$ cat config.mk
export PLATFORM = sky130hd
export DESIGN_NAME = igpf_pin_logic
export DESIGN_NICKNAME = d
export VERILOG_FILES = /design/src/igpf_edge_det.v /design/src/igpf_pin_logic.v
export VERILOG_INCLUDE_DIRS = /design/src
export SDC_FILE = /design/constraint.sdc
export NUM_CORES = 1
export LEC_CHECK = 0
export BUFFER_PORTS_ARGS = -buffer_cell sky130_fd_sc_hd__buf_2
export CORE_ASPECT_RATIO = 2
export CORE_MARGIN = 2
export CORE_UTILIZATION = 30
export DETAILED_ROUTE_END_ITERATION = 10
export GPL_ROUTABILITY_DRIVEN = 0
export SLEW_MARGIN = 20
export SYNTH_ARGS = -nofsm -noshare
export SYNTH_HDL_FRONTEND = slang
export SYNTH_HIERARCHICAL = 1
export SYNTH_SLANG_ARGS = --single-unit
$ cat constraint.sdc
create_clock -name i_clk -period 3.1 [get_ports i_clk]
set_input_delay 0.155 -clock i_clk [delete_from_list [all_inputs] [get_ports i_clk]]
set_output_delay 0.155 -clock i_clk [all_outputs]
set_load 0.02 [all_outputs]
$ cat src/igpf_defs.vh
`ifndef IGPF_DEFS_VH
`define IGPF_DEFS_VH

// ==========================================
// Register byte offsets
`define IGPF_OFS_CTRL 12'h000
`define IGPF_OFS_IRQ_CFG 12'h004
`define IGPF_OFS_GP_DIR 12'h008
`define IGPF_OFS_GP_OUT 12'h00C
`define IGPF_OFS_GP_IN 12'h010
`define IGPF_OFS_INT_STAT 12'h014
`define IGPF_OFS_INT_EN 12'h018
`define IGPF_OFS_INT_CLR 12'h01C

// ==========================================
// Field positions
`define IGPF_CTRL_GP_SEL 0
`define IGPF_CTRL_BUS_MODE 1
`define IGPF_IRQ_EN_LSB 4
`define IGPF_IRQ_EN_MSB 7
`define IGPF_POL_LSB 0
`define IGPF_POL_MSB 3
`define IGPF_STAT_NMI 0
`define IGPF_STAT_EXT_LSB 1
`define IGPF_STAT_EXT_MSB 4

// ==========================================
// Reset values
`define IGPF_RST_CTRL 2'h0
`define IGPF_RST_IRQ_CFG 8'h00
`define IGPF_RST_DIR 16'h0000
`define IGPF_RST_OUT 16'h0000
`define IGPF_RST_INT_EN 5'h00

`endif

$ cat src/igpf_edge_det.v
`timescale 1ns/100ps
// ==========================================
// Two-stage synchroniser and edge detector
module igpf_edge_det #(
	parameter WIDTH = 4
) (
	input wire i_clk,
	input wire i_rst,
	input wire [WIDTH-1:0] i_async,
	input wire [WIDTH-1:0] i_fall_sel,
	output wire [WIDTH-1:0] o_sync,
	output wire [WIDTH-1:0] o_edge
);
	reg [WIDTH-1:0] meta_q;
	reg [WIDTH-1:0] sync_q;
	reg [WIDTH-1:0] prev_q;

	always @(posedge i_clk or posedge i_rst) begin
		if (i_rst) begin
			meta_q <= {WIDTH{1'b0}};
			sync_q <= {WIDTH{1'b0}};
			prev_q <= {WIDTH{1'b0}};
		end else begin
			meta_q <= i_async;
			sync_q <= meta_q;
			prev_q <= sync_q;
		end
	end

	assign o_sync = sync_q;
	// Rising when select clear, falling when set
	assign o_edge = (~i_fall_sel & sync_q & ~prev_q) | (i_fall_sel & ~sync_q & prev_q);
endmodule

$ cat src/igpf_pin_logic.v
// Implementation choices: the APB interface to the registers and the register addresses.
`timescale 1ns/100ps
`include "igpf_defs.vh"
// How it works
// - Rising edge on nonmaskable input raises a request; level alone does not.
// - After reset the four shared pins are inputs only, drivers off.
// - Shared pin is external interrupt only while its enable bit 7..4 set.
// - External interrupts are edge triggered; each edge chosen by its polarity bit.
// - After reset pins 15..9 have no active function unless the bus-enable strap is set.
// - Bus mode: pin 15 takes bus reset, pin 14 bus clock, inputs only.
// - Bus mode: pin 13 drives interrupt A, pin 11 request, both floatable; 12 grant.
// - Bus mode: pin 10 is byte-enable lane 3 bidirectional; pin 9 device select in.
// - A pin selected as general-purpose may be input, output or high impedance.
// - Bus-enable strap decides host/general pins or bus pins on 15..9.
module igpf_pin_logic (
	input wire i_clk,
	input wire i_rst,
	// APB
	input wire i_psel,
	input wire i_penable,
	input wire i_pwrite,
	input wire [11:0] i_paddr,
	input wire [31:0] i_pwdata,
	output wire o_pready,
	output reg [31:0] o_prdata,
	output wire o_pslverr,
	// Pins
	input wire i_nmi,
	input wire i_bus_enable_strap,
	input wire [3:0] i_ext_pin,
	output wire [3:0] o_ext_pin,
	output wire [3:0] o_ext_pin_oe,
	input wire [6:0] i_hi_pin,
	output wire [6:0] o_hi_pin,
	output wire [6:0] o_hi_pin_oe,
	// Core side
	output wire o_nmi_req,
	output wire [3:0] o_ext_irq_req,
	output wire o_irq,
	output wire o_bus_mode,
	output reg o_bus_reset_in,
	output reg o_bus_clk_in,
	output reg o_bus_grant_in,
	output reg o_bus_init_device_select,
	output reg o_bus_cmd_byte_enable_3_in,
	input wire i_bus_interrupt_a_out,
	input wire i_bus_interrupt_a_oe,
	input wire i_bus_request_out,
	input wire i_bus_request_oe,
	input wire i_bus_cmd_byte_enable_3_out,
	input wire i_bus_cmd_byte_enable_3_oe
);
	// ==========================================
	// Registers
	reg [1:0] ctrl_q;
	reg [7:0] irq_cfg_q;
	reg [15:0] dir_q;
	reg [15:0] out_q;
	reg [4:0] stat_q;
	reg [4:0] int_en_q;
	reg strap_meta_q;
	reg strap_sync_q;
	reg strap_seen_q;
	reg bus_mode_q;
	reg [6:0] hi_meta_q;
	reg [6:0] hi_sync_q;

	wire [3:0] irq_enable_bits;
	wire [3:0] ext_irq_edge_select;
	wire [3:0] ext_sync;
	wire [3:0] ext_edge;
	wire nmi_sync;
	wire nmi_edge;
	wire wr_en;
	wire [4:0] ev;
	wire gp_hi_active;
	wire [15:0] gp_in;

	assign irq_enable_bits = irq_cfg_q[`IGPF_IRQ_EN_MSB:`IGPF_IRQ_EN_LSB];
	assign ext_irq_edge_select = irq_cfg_q[`IGPF_POL_MSB:`IGPF_POL_LSB];

	// ==========================================
	// Edge detection
	igpf_edge_det #(.WIDTH(1)) u_nmi_det (
		.i_clk(i_clk),
		.i_rst(i_rst),
		.i_async(i_nmi),
		.i_fall_sel(1'b0),
		.o_sync(nmi_sync),
		.o_edge(nmi_edge)
	);

	igpf_edge_det #(.WIDTH(4)) u_ext_det (
		.i_clk(i_clk),
		.i_rst(i_rst),
		.i_async(i_ext_pin),
		.i_fall_sel(ext_irq_edge_select),
		.o_sync(ext_sync),
		.o_edge(ext_edge)
	);

	assign o_nmi_req = nmi_edge;
	assign o_ext_irq_req = ext_edge & irq_enable_bits;

	// ==========================================
	// Strap synchronised and followed every cycle after reset release
	always @(posedge i_clk or posedge i_rst) begin
		if (i_rst) begin
			strap_meta_q <= 1'b0;
			strap_sync_q <= 1'b0;
			strap_seen_q <= 1'b0;
			bus_mode_q <= 1'b0;
		end else begin
			strap_meta_q <= i_bus_enable_strap;
			strap_sync_q <= strap_meta_q;
			strap_seen_q <= 1'b1;
			if (strap_seen_q) begin
				bus_mode_q <= strap_sync_q;
			end
		end
	end
	assign o_bus_mode = bus_mode_q;

	// ==========================================
	// Upper pin input synchroniser
	always @(posedge i_clk or posedge i_rst) begin
		if (i_rst) begin
			hi_meta_q <= 7'h00;
			hi_sync_q <= 7'h00;
		end else begin
			hi_meta_q <= i_hi_pin;
			hi_sync_q <= hi_meta_q;
		end
	end

	// Bus-side inputs, idle unless bus mode
	always @(posedge i_clk or posedge i_rst) begin
		if (i_rst) begin
			o_bus_reset_in <= 1'b0;
			o_bus_clk_in <= 1'b0;
			o_bus_grant_in <= 1'b0;
			o_bus_init_device_select <= 1'b0;
			o_bus_cmd_byte_enable_3_in <= 1'b0;
		end else begin
			o_bus_reset_in <= bus_mode_q & hi_sync_q[6];
			o_bus_clk_in <= bus_mode_q & hi_sync_q[5];
			o_bus_grant_in <= bus_mode_q & hi_sync_q[3];
			o_bus_cmd_byte_enable_3_in <= bus_mode_q & hi_sync_q[1];
			o_bus_init_device_select <= bus_mode_q & hi_sync_q[0];
		end
	end

	// ==========================================
	// Pin drivers
	assign gp_hi_active = ~bus_mode_q & ctrl_q[`IGPF_CTRL_GP_SEL];
	// Shared pins: driven only as GPIO outputs with interrupt off
	assign o_ext_pin = out_q[7:4];
	assign o_ext_pin_oe = dir_q[7:4] & ~irq_enable_bits;

	// Pins 15..9: no drive until GPIO selected or bus mode
	assign o_hi_pin = bus_mode_q ?
		{1'b0, 1'b0, i_bus_interrupt_a_out, 1'b0, i_bus_request_out, i_bus_cmd_byte_enable_3_out, 1'b0} :
		out_q[15:9];
	assign o_hi_pin_oe = bus_mode_q ?
		{2'b00, i_bus_interrupt_a_oe, 1'b0, i_bus_request_oe, i_bus_cmd_byte_enable_3_oe, 1'b0} :
		(gp_hi_active ? dir_q[15:9] : 7'h00);

	assign gp_in = {gp_hi_active ? hi_sync_q : 7'h00, 1'b0, ext_sync, 4'h0};

	// ==========================================
	// Interrupt status
	assign ev = {o_ext_irq_req, nmi_edge};
	assign wr_en = i_psel & i_penable & i_pwrite;

	always @(posedge i_clk or posedge i_rst) begin
		if (i_rst) begin
			stat_q <= 5'h00;
		end else if (wr_en && i_paddr == `IGPF_OFS_INT_CLR) begin
			stat_q <= (stat_q & ~i_pwdata[4:0]) | ev;
		end else begin
			stat_q <= stat_q | ev;
		end
	end
	assign o_irq = |(stat_q & int_en_q);

	// ==========================================
	// APB slave
	assign o_pready = 1'b1;
	assign o_pslverr = 1'b0;

	always @(posedge i_clk or posedge i_rst) begin
		if (i_rst) begin
			ctrl_q <= `IGPF_RST_CTRL;
			irq_cfg_q <= `IGPF_RST_IRQ_CFG;
			dir_q <= `IGPF_RST_DIR;
			out_q <= `IGPF_RST_OUT;
			int_en_q <= `IGPF_RST_INT_EN;
		end else if (wr_en) begin
			if (i_paddr == `IGPF_OFS_CTRL) begin
				ctrl_q[`IGPF_CTRL_GP_SEL] <= i_pwdata[`IGPF_CTRL_GP_SEL];
			end else if (i_paddr == `IGPF_OFS_IRQ_CFG) begin
				irq_cfg_q <= i_pwdata[7:0];
			end else if (i_paddr == `IGPF_OFS_GP_DIR) begin
				dir_q <= i_pwdata[15:0];
			end else if (i_paddr == `IGPF_OFS_GP_OUT) begin
				out_q <= i_pwdata[15:0];
			end else if (i_paddr == `IGPF_OFS_INT_EN) begin
				int_en_q <= i_pwdata[4:0];
			end
		end
	end

	always @(posedge i_clk or posedge i_rst) begin
		if (i_rst) begin
			o_prdata <= 32'h0000_0000;
		end else if (i_psel && !i_penable && !i_pwrite) begin
			if (i_paddr == `IGPF_OFS_CTRL) begin
				o_prdata <= {30'h0000_0000, bus_mode_q, ctrl_q[`IGPF_CTRL_GP_SEL]};
			end else if (i_paddr == `IGPF_OFS_IRQ_CFG) begin
				o_prdata <= {24'h00_0000, irq_cfg_q};
			end else if (i_paddr == `IGPF_OFS_GP_DIR) begin
				o_prdata <= {16'h0000, dir_q};
			end else if (i_paddr == `IGPF_OFS_GP_OUT) begin
				o_prdata <= {16'h0000, out_q};
			end else if (i_paddr == `IGPF_OFS_GP_IN) begin
				o_prdata <= {16'h0000, gp_in};
			end else if (i_paddr == `IGPF_OFS_INT_STAT) begin
				o_prdata <= {27'h000_0000, stat_q};
			end else if (i_paddr == `IGPF_OFS_INT_EN) begin
				o_prdata <= {27'h000_0000, int_en_q};
			end else begin
				o_prdata <= 32'h0000_0000;
			end
		end
	end
endmodule

==> out/results.ini, run 1 <==
[timing]
rsz0062_at_grt=no
fin_crit_ps=1880
fin_crit_sh_pct=60.5
finalSetupViolCount=0
relSlewSlack_pct=44.2
clock_skew_ps=7.85
fmaxAchievable_mhz=533
report.final.slew_viol_count=0
fin_hold_ws_ps=42.8
setup_tns_ps=0
finalHoldViolations=0
worstMarginPinSlew_ps=829

[setup_path]
cpPeakStageDelay_ps=630
path_cells=buf_2 > nor3_2 > nand3_4 > nor4_4 > buf_4 > mux2_2
critPathLaunchType=input port
crit_arrival_ps=2100
crit_slowest_cell=nor3_2
crit_type=in -> reg
crit_fanout=10
worstReg2RegStart=ctrl_q[0]
reg2reg_to=o_prdata[15]
crit_required_ps=3330
r2r_cells=4
cp.depth=6
r2r_slack_ps=1530
end_kind=register
path_buf_inv=2
path_delay_family=simple AND/OR/NAND/NOR gates

[pwr]
p_per_area_nw_per_um2=461
p_seq_share_pct=51.9
irDropWorstVdd_mv=0.228
p_total_mw=2.72
pwr-share-comb_pct=8.7
power_frac_clock_pct=39.4
cellLeakagePower_nw=2.89
p_switching_uw=694
swShare_pct=25.5
p_int_mw=2.03

[min_path]
hp-start=i_pwdata[14]
hold_class=in -> reg
min_path_cells=2
hold_end=dir_q[14]

[finish]
drive_gt1_share_pct=36.5
area_growth_pct=22.3
antenna-diode-count=0
final_cell_mix=dfrtp_1 (105), buf_2 (101), mux2_2 (33)
nFillCells=1581
final_net_count=583
layout_commonest_cell=dfrtp_1
finalInstanceArea_um2=5900

[die]
core.rowCount=65
dieArea_um2=17200
pin_count=136
die_h_um=183
start_util_pct=30.6
fp.coreArea_um2=15800
dieWidth_um=93.7

[synth]
synth.top_cell.area_share_pct=54.4
synthesis.area_um2=4830
yosys_warnings=6
synth_edf_count=0
synth_cell_types=56
muxShareOfSynthArea_pct=13.1
synth_seq_cells=105
synth_compound_area_share_pct=10.9
synth_cells=399
yosysTopAreaCell=dfrtp_1
yosys-top-cells-area=dfrtp_1 (54%), mux2_2 (7.7%), buf_4 (3.6%)
ys.flop_type=dfrtp_1
synth_top_family_by_area=simple AND/OR/NAND/NOR gates
ys_async_sr_fraction_pct=100
synth.avg_cell_area_um2=12.1
synthSimpleGateAreaFrac_pct=16.1
synth-xor-area-share_pct=0
synthAdderAreaFrac_pct=0
seq_area_frac_synth_pct=54.4

[detailed_routing]
avgViaCountPerCell=4.85
drc=0
ant_nets=0
routed_wl_um=13400
vias=3500
wl_per_cell_um=18.6
first_pass_iters=5
first_iter_violations=132

[cts]
cts.path.max_buffers=2
cts_max_level=3
cts_setup_buffers=0
cts_num_sinks=105
numCtsBuffers=9
cts_tree=done
insertion_delay_ps=340
path_clk_slew_ps=70
root_buffer=clkbuf_16

[global_route]
grt_pass1_wl_um=20700
grt_max_degree=47
grt_usage_pct=16.1
antenna_found_initial=0
gr-total-overflow=0
grt_pass1_vias=3726

[place]
placed_cell_area_um2=5480
numPortBuffers=101
dp_hpwl_um=9940

[outcome]
status=completed

[run]
drv_cap=0

[Yosys cell counts (3+ instances only)]
cell type / instances
dfrtp_1: 105
mux2_2: 33
nand2_1: 30
o21ai_0: 25
buf_4: 23
nand2b_1: 14
nand3_1: 14
and2_1: 13
a22oi_1: 12
nor2b_1: 11
mux2_4: 10
clkbuf_1: 9
mux2_1: 7
nor2_1: 7
a21o_1: 5
inv_1: 5
o22ai_2: 5
a211oi_1: 4
and3_1: 4
o41ai_1: 4
or2_2: 4
and4_1: 3
mux2i_1: 3
nor3_2: 3
nor4_1: 3
nor4_4: 3
o211ai_1: 3
[metrics by stage]
stage | std cells | utilization [%] | setup slack (ps)
4_1_cts | 721 | 37.4 | 1280
5_1_grt | 721 | 37.4 | 1170
3_3_place_gp | 691 | 34.8 | 938
2_1_floorplan | 418 | - | 610
6_report | 721 | 37.4 | 1220
3_5_place_dp | 691 | 34.8 | 909
[timing repair]
item,4_1_cts,5_1_grt
endpoints found under the hold margin,72,0
gates resized for setup,0,0
hold buffers,14,0
[sequential cells by signal, indices dropped and copies added, names as in the netlist, 4 cells and up]
register	flops
dir_q	16
o_prdata	16
out_q	16
irq_cfg_q	8
hi_meta_q	7
hi_sync_q	7
int_en_q	5
stat_q	5
u_ext_det/meta_q	4
u_ext_det/o_sync	4
u_ext_det/prev_q	4
[power groups by stage]
stage	logic, mW	clock network, mW	registers, mW
6_report	0.237	1.07	1.41
2_1_floorplan	0.137	0	1.44
3_5_place_dp	0.225	0	1.44
3_3_place_gp	0.221	0	1.44
5_1_grt	0.261	1.16	1.42
4_1_cts	0.240	1.10	1.41
[worst register-to-register path, stage by stage (launching register included)]
cell	delay [ps]
dfrtp_1	520
nand3b_1	170
nor4_4	440
a22oi_1	170
o21ai_0	190
[cells by family after synthesis]
kind of cell | count (synthesis)
DFF | 105
and+or+nand+nor | 124
muxes | 53
AOI/OAI and AO/OA | 74
other | 2
buffers and inverters | 41
[cell type report]
type	instances	area, um2	area share, %
Timing Repair Buffer	122	711	12.0
Clock buffer	9	225	3.82
Sequential cell	105	2630	44.5
Clock inverter	7	53.8	0.911
Tap cell	201	251	4.26
Inverter	5	20.0	0.339
Multi-Input combinational cell	272	2010	34.1
[worst max-delay path by stage]
stage / from / to / slack [ps]
after floorplan: i_rst / ctrl_q[0] / 610
after global placement: i_paddr[9] / dir_q[4] / 940
after detailed placement: i_paddr[6] / dir_q[4] / 910
after CTS: i_paddr[6] / dir_q[15] / 1280
after global routing: i_paddr[4] / dir_q[15] / 1170
final: i_paddr[9] / dir_q[15] / 1220
[per-layer routing]
metal	track usage (%)	routed length, um	up-vias
li1	-	-	1619
met1	17.1	4960	1726
met2	29.7	7410	129
met3	3.20	586	26
met4	7.48	474	0
met5	0	0	-
Power figures use the tool's default switching activity.
==> run 2, diff against run 1 <==
clock period = 1.65 ns   (was 3.1 ns; I/O delays follow)
==> run 2 against run 1 <==
Die area did not move. Register-to-register slack got worse by 1300 ps. Worst hold slack worse by 38 ps. Combinational power is 110% higher. Flip-flop and latch count stayed put. Via count rose by 6.5%. Clock power up 120%. Final area rose by 7.2%.
==> out/results.ini, run 2 (synthesized netlist as in run 1, its figures left out) <==
[pwr]
irDropWorstVdd_mv=0.512
swShare_pct=24.1
p_switching_mw=1.33
power_frac_clock_pct=42.6
pwr-share-comb_pct=9.2
p_seq_share_pct=48.2
p_int_mw=4.19
cellLeakagePower_nw=3.14
p_per_area_nw_per_um2=872

[setup_path]
crit_required_ps=1570
r2r_slack_ps=250
cp.depth=4
crit_type=reg -> out
reg2reg_to=o_prdata[15]
crit_slowest_cell=dfrtp_1
path_delay_family=flip-flops
cpPeakStageDelay_ps=410
end_kind=output port
critPathLaunchType=register
r2r_cells=5
worstReg2RegStart=ctrl_q[0]
path_cells=nand2b_1 > o22ai_2 > and2_1 > buf_2
crit_fanout=4
path_buf_inv=1
crit_arrival_ps=1470

[global_route]
grt_pass1_vias=3922
grt_usage_pct=16.4
grt_pass1_wl_um=21300
grt_max_degree=42
antenna_found_initial=0
gr-total-overflow=0

[timing]
clock_skew_ps=8.86
rsz0062_at_grt=no
finalHoldViolations=0
fin_crit_ps=1550
fmaxAchievable_mhz=644
finalSetupViolCount=0
report.final.slew_viol_count=0
relSlewSlack_pct=65.3
worstMarginPinSlew_ps=513
fin_crit_sh_pct=94.0

[place]
place_inst=731
numPortBuffers=101
dp_hpwl_um=11000

[detailed_routing]
drc=0
wl_per_cell_um=18.0
routed_wl_um=13800
first_iter_violations=180
avgViaCountPerCell=4.87
ant_nets=0
vias=3727
first_pass_iters=4

[finish]
layout_commonest_cell=dfrtp_1
nFillCells=1569
layout.cells.non_filler=766
final_cell_mix=dfrtp_1 (104), buf_2 (100), buf_4 (46)
final_net_count=628
reg.largest.list=dir_q (16), o_prdata (16), out_q (16)
antenna-diode-count=0
post-route-util_pct=40.1
area_growth_pct=31.1
drive_gt1_share_pct=41.1

[die]
die_h_um=183
core.rowCount=65
pin_count=136
dieArea_um2=17200
start_util_pct=30.6
dieWidth_um=93.7
fp.coreArea_um2=15800

[cts]
cts_num_sinks=105
insertion_delay_ps=350
cts_max_level=3
cts_tree=done
cts.path.max_buffers=2
path_clk_slew_ps=70
numCtsBuffers=9
root_buffer=clkbuf_16

[outcome]
status=completed

[min_path]
hold_end=dir_q[14]
hp-start=i_pwdata[14]
min_path_cells=2
hold_class=in -> reg

[run]
drv_cap=0

## run 2: how the worst max path moves through the flow
stage                             from                to  slack (ps)
after floorplan             i_paddr[6]         dir_q[15]         -40
after global placement      i_paddr[6]         out_q[15]        -130
after detailed placement    i_paddr[6]          dir_q[7]        -160
after CTS                 irq_cfg_q[1]  o_ext_irq_req[1]          10
after global routing        o_bus_mode    o_hi_pin_oe[5]           2
final                     irq_cfg_q[3]  o_ext_irq_req[3]         100
## run 2: power groups by stage
stage	Sequential (mW)	Clock, mW	Combinational, mW
after detailed placement	2.71	0	0.478
after CTS	2.66	2.40	0.515
after global placement	2.71	0	0.471
final	2.66	2.35	0.508
after global routing	2.66	2.53	0.555
after floorplan	2.71	0	0.258
## run 2: layer usage
metal / vias up / GRT usage (%) / part of all wire (%)
met5: - / 0 / 0
met4: 0 / 7.36 / 3.2
met3: 23 / 2.79 / 5.2
met2: 144 / 31.4 / 57
met1: 1847 / 16.8 / 35
li1: 1713 / - / -
## run 2: layout make-up
| type | instances | area [um2] | area share [%] |
|---|---|---|---|
| clock buffers | 9 | 225 | 3.56 |
| well taps | 201 | 251 | 3.97 |
| clock inverters | 7 | 106 | 1.68 |
| flip-flops and latches | 105 | 2630 | 41.5 |
| inverters | 5 | 22.5 | 0.356 |
| repair buffers | 167 | 1080 | 17.0 |
| multi-input cells | 272 | 2020 | 31.9 |
## run 2: repair_timing
action / CTS / global route
buffers inserted: 0 / 0
hold buffers: 19 / 0
gates resized for setup: 1 / 2
endpoints found under the hold margin: 53 / 0
endpoints found under the setup margin: 1 / 1
## run 2: through the flow
stage	TNS [ps]	hold WS, ps	area, um2	worst slack [ps]	power, mW
floorplan	-364	-164	4900	-44.2	2.97
global placement	-4890	-12.8	5800	-131	3.18
detailed placement	-5980	-7.30	5800	-160	3.19
CTS	0	2.45	6320	12.0	5.57
global route	0	2.60	6330	1.51	5.74
finish	0	5.06	6330	98.2	5.52
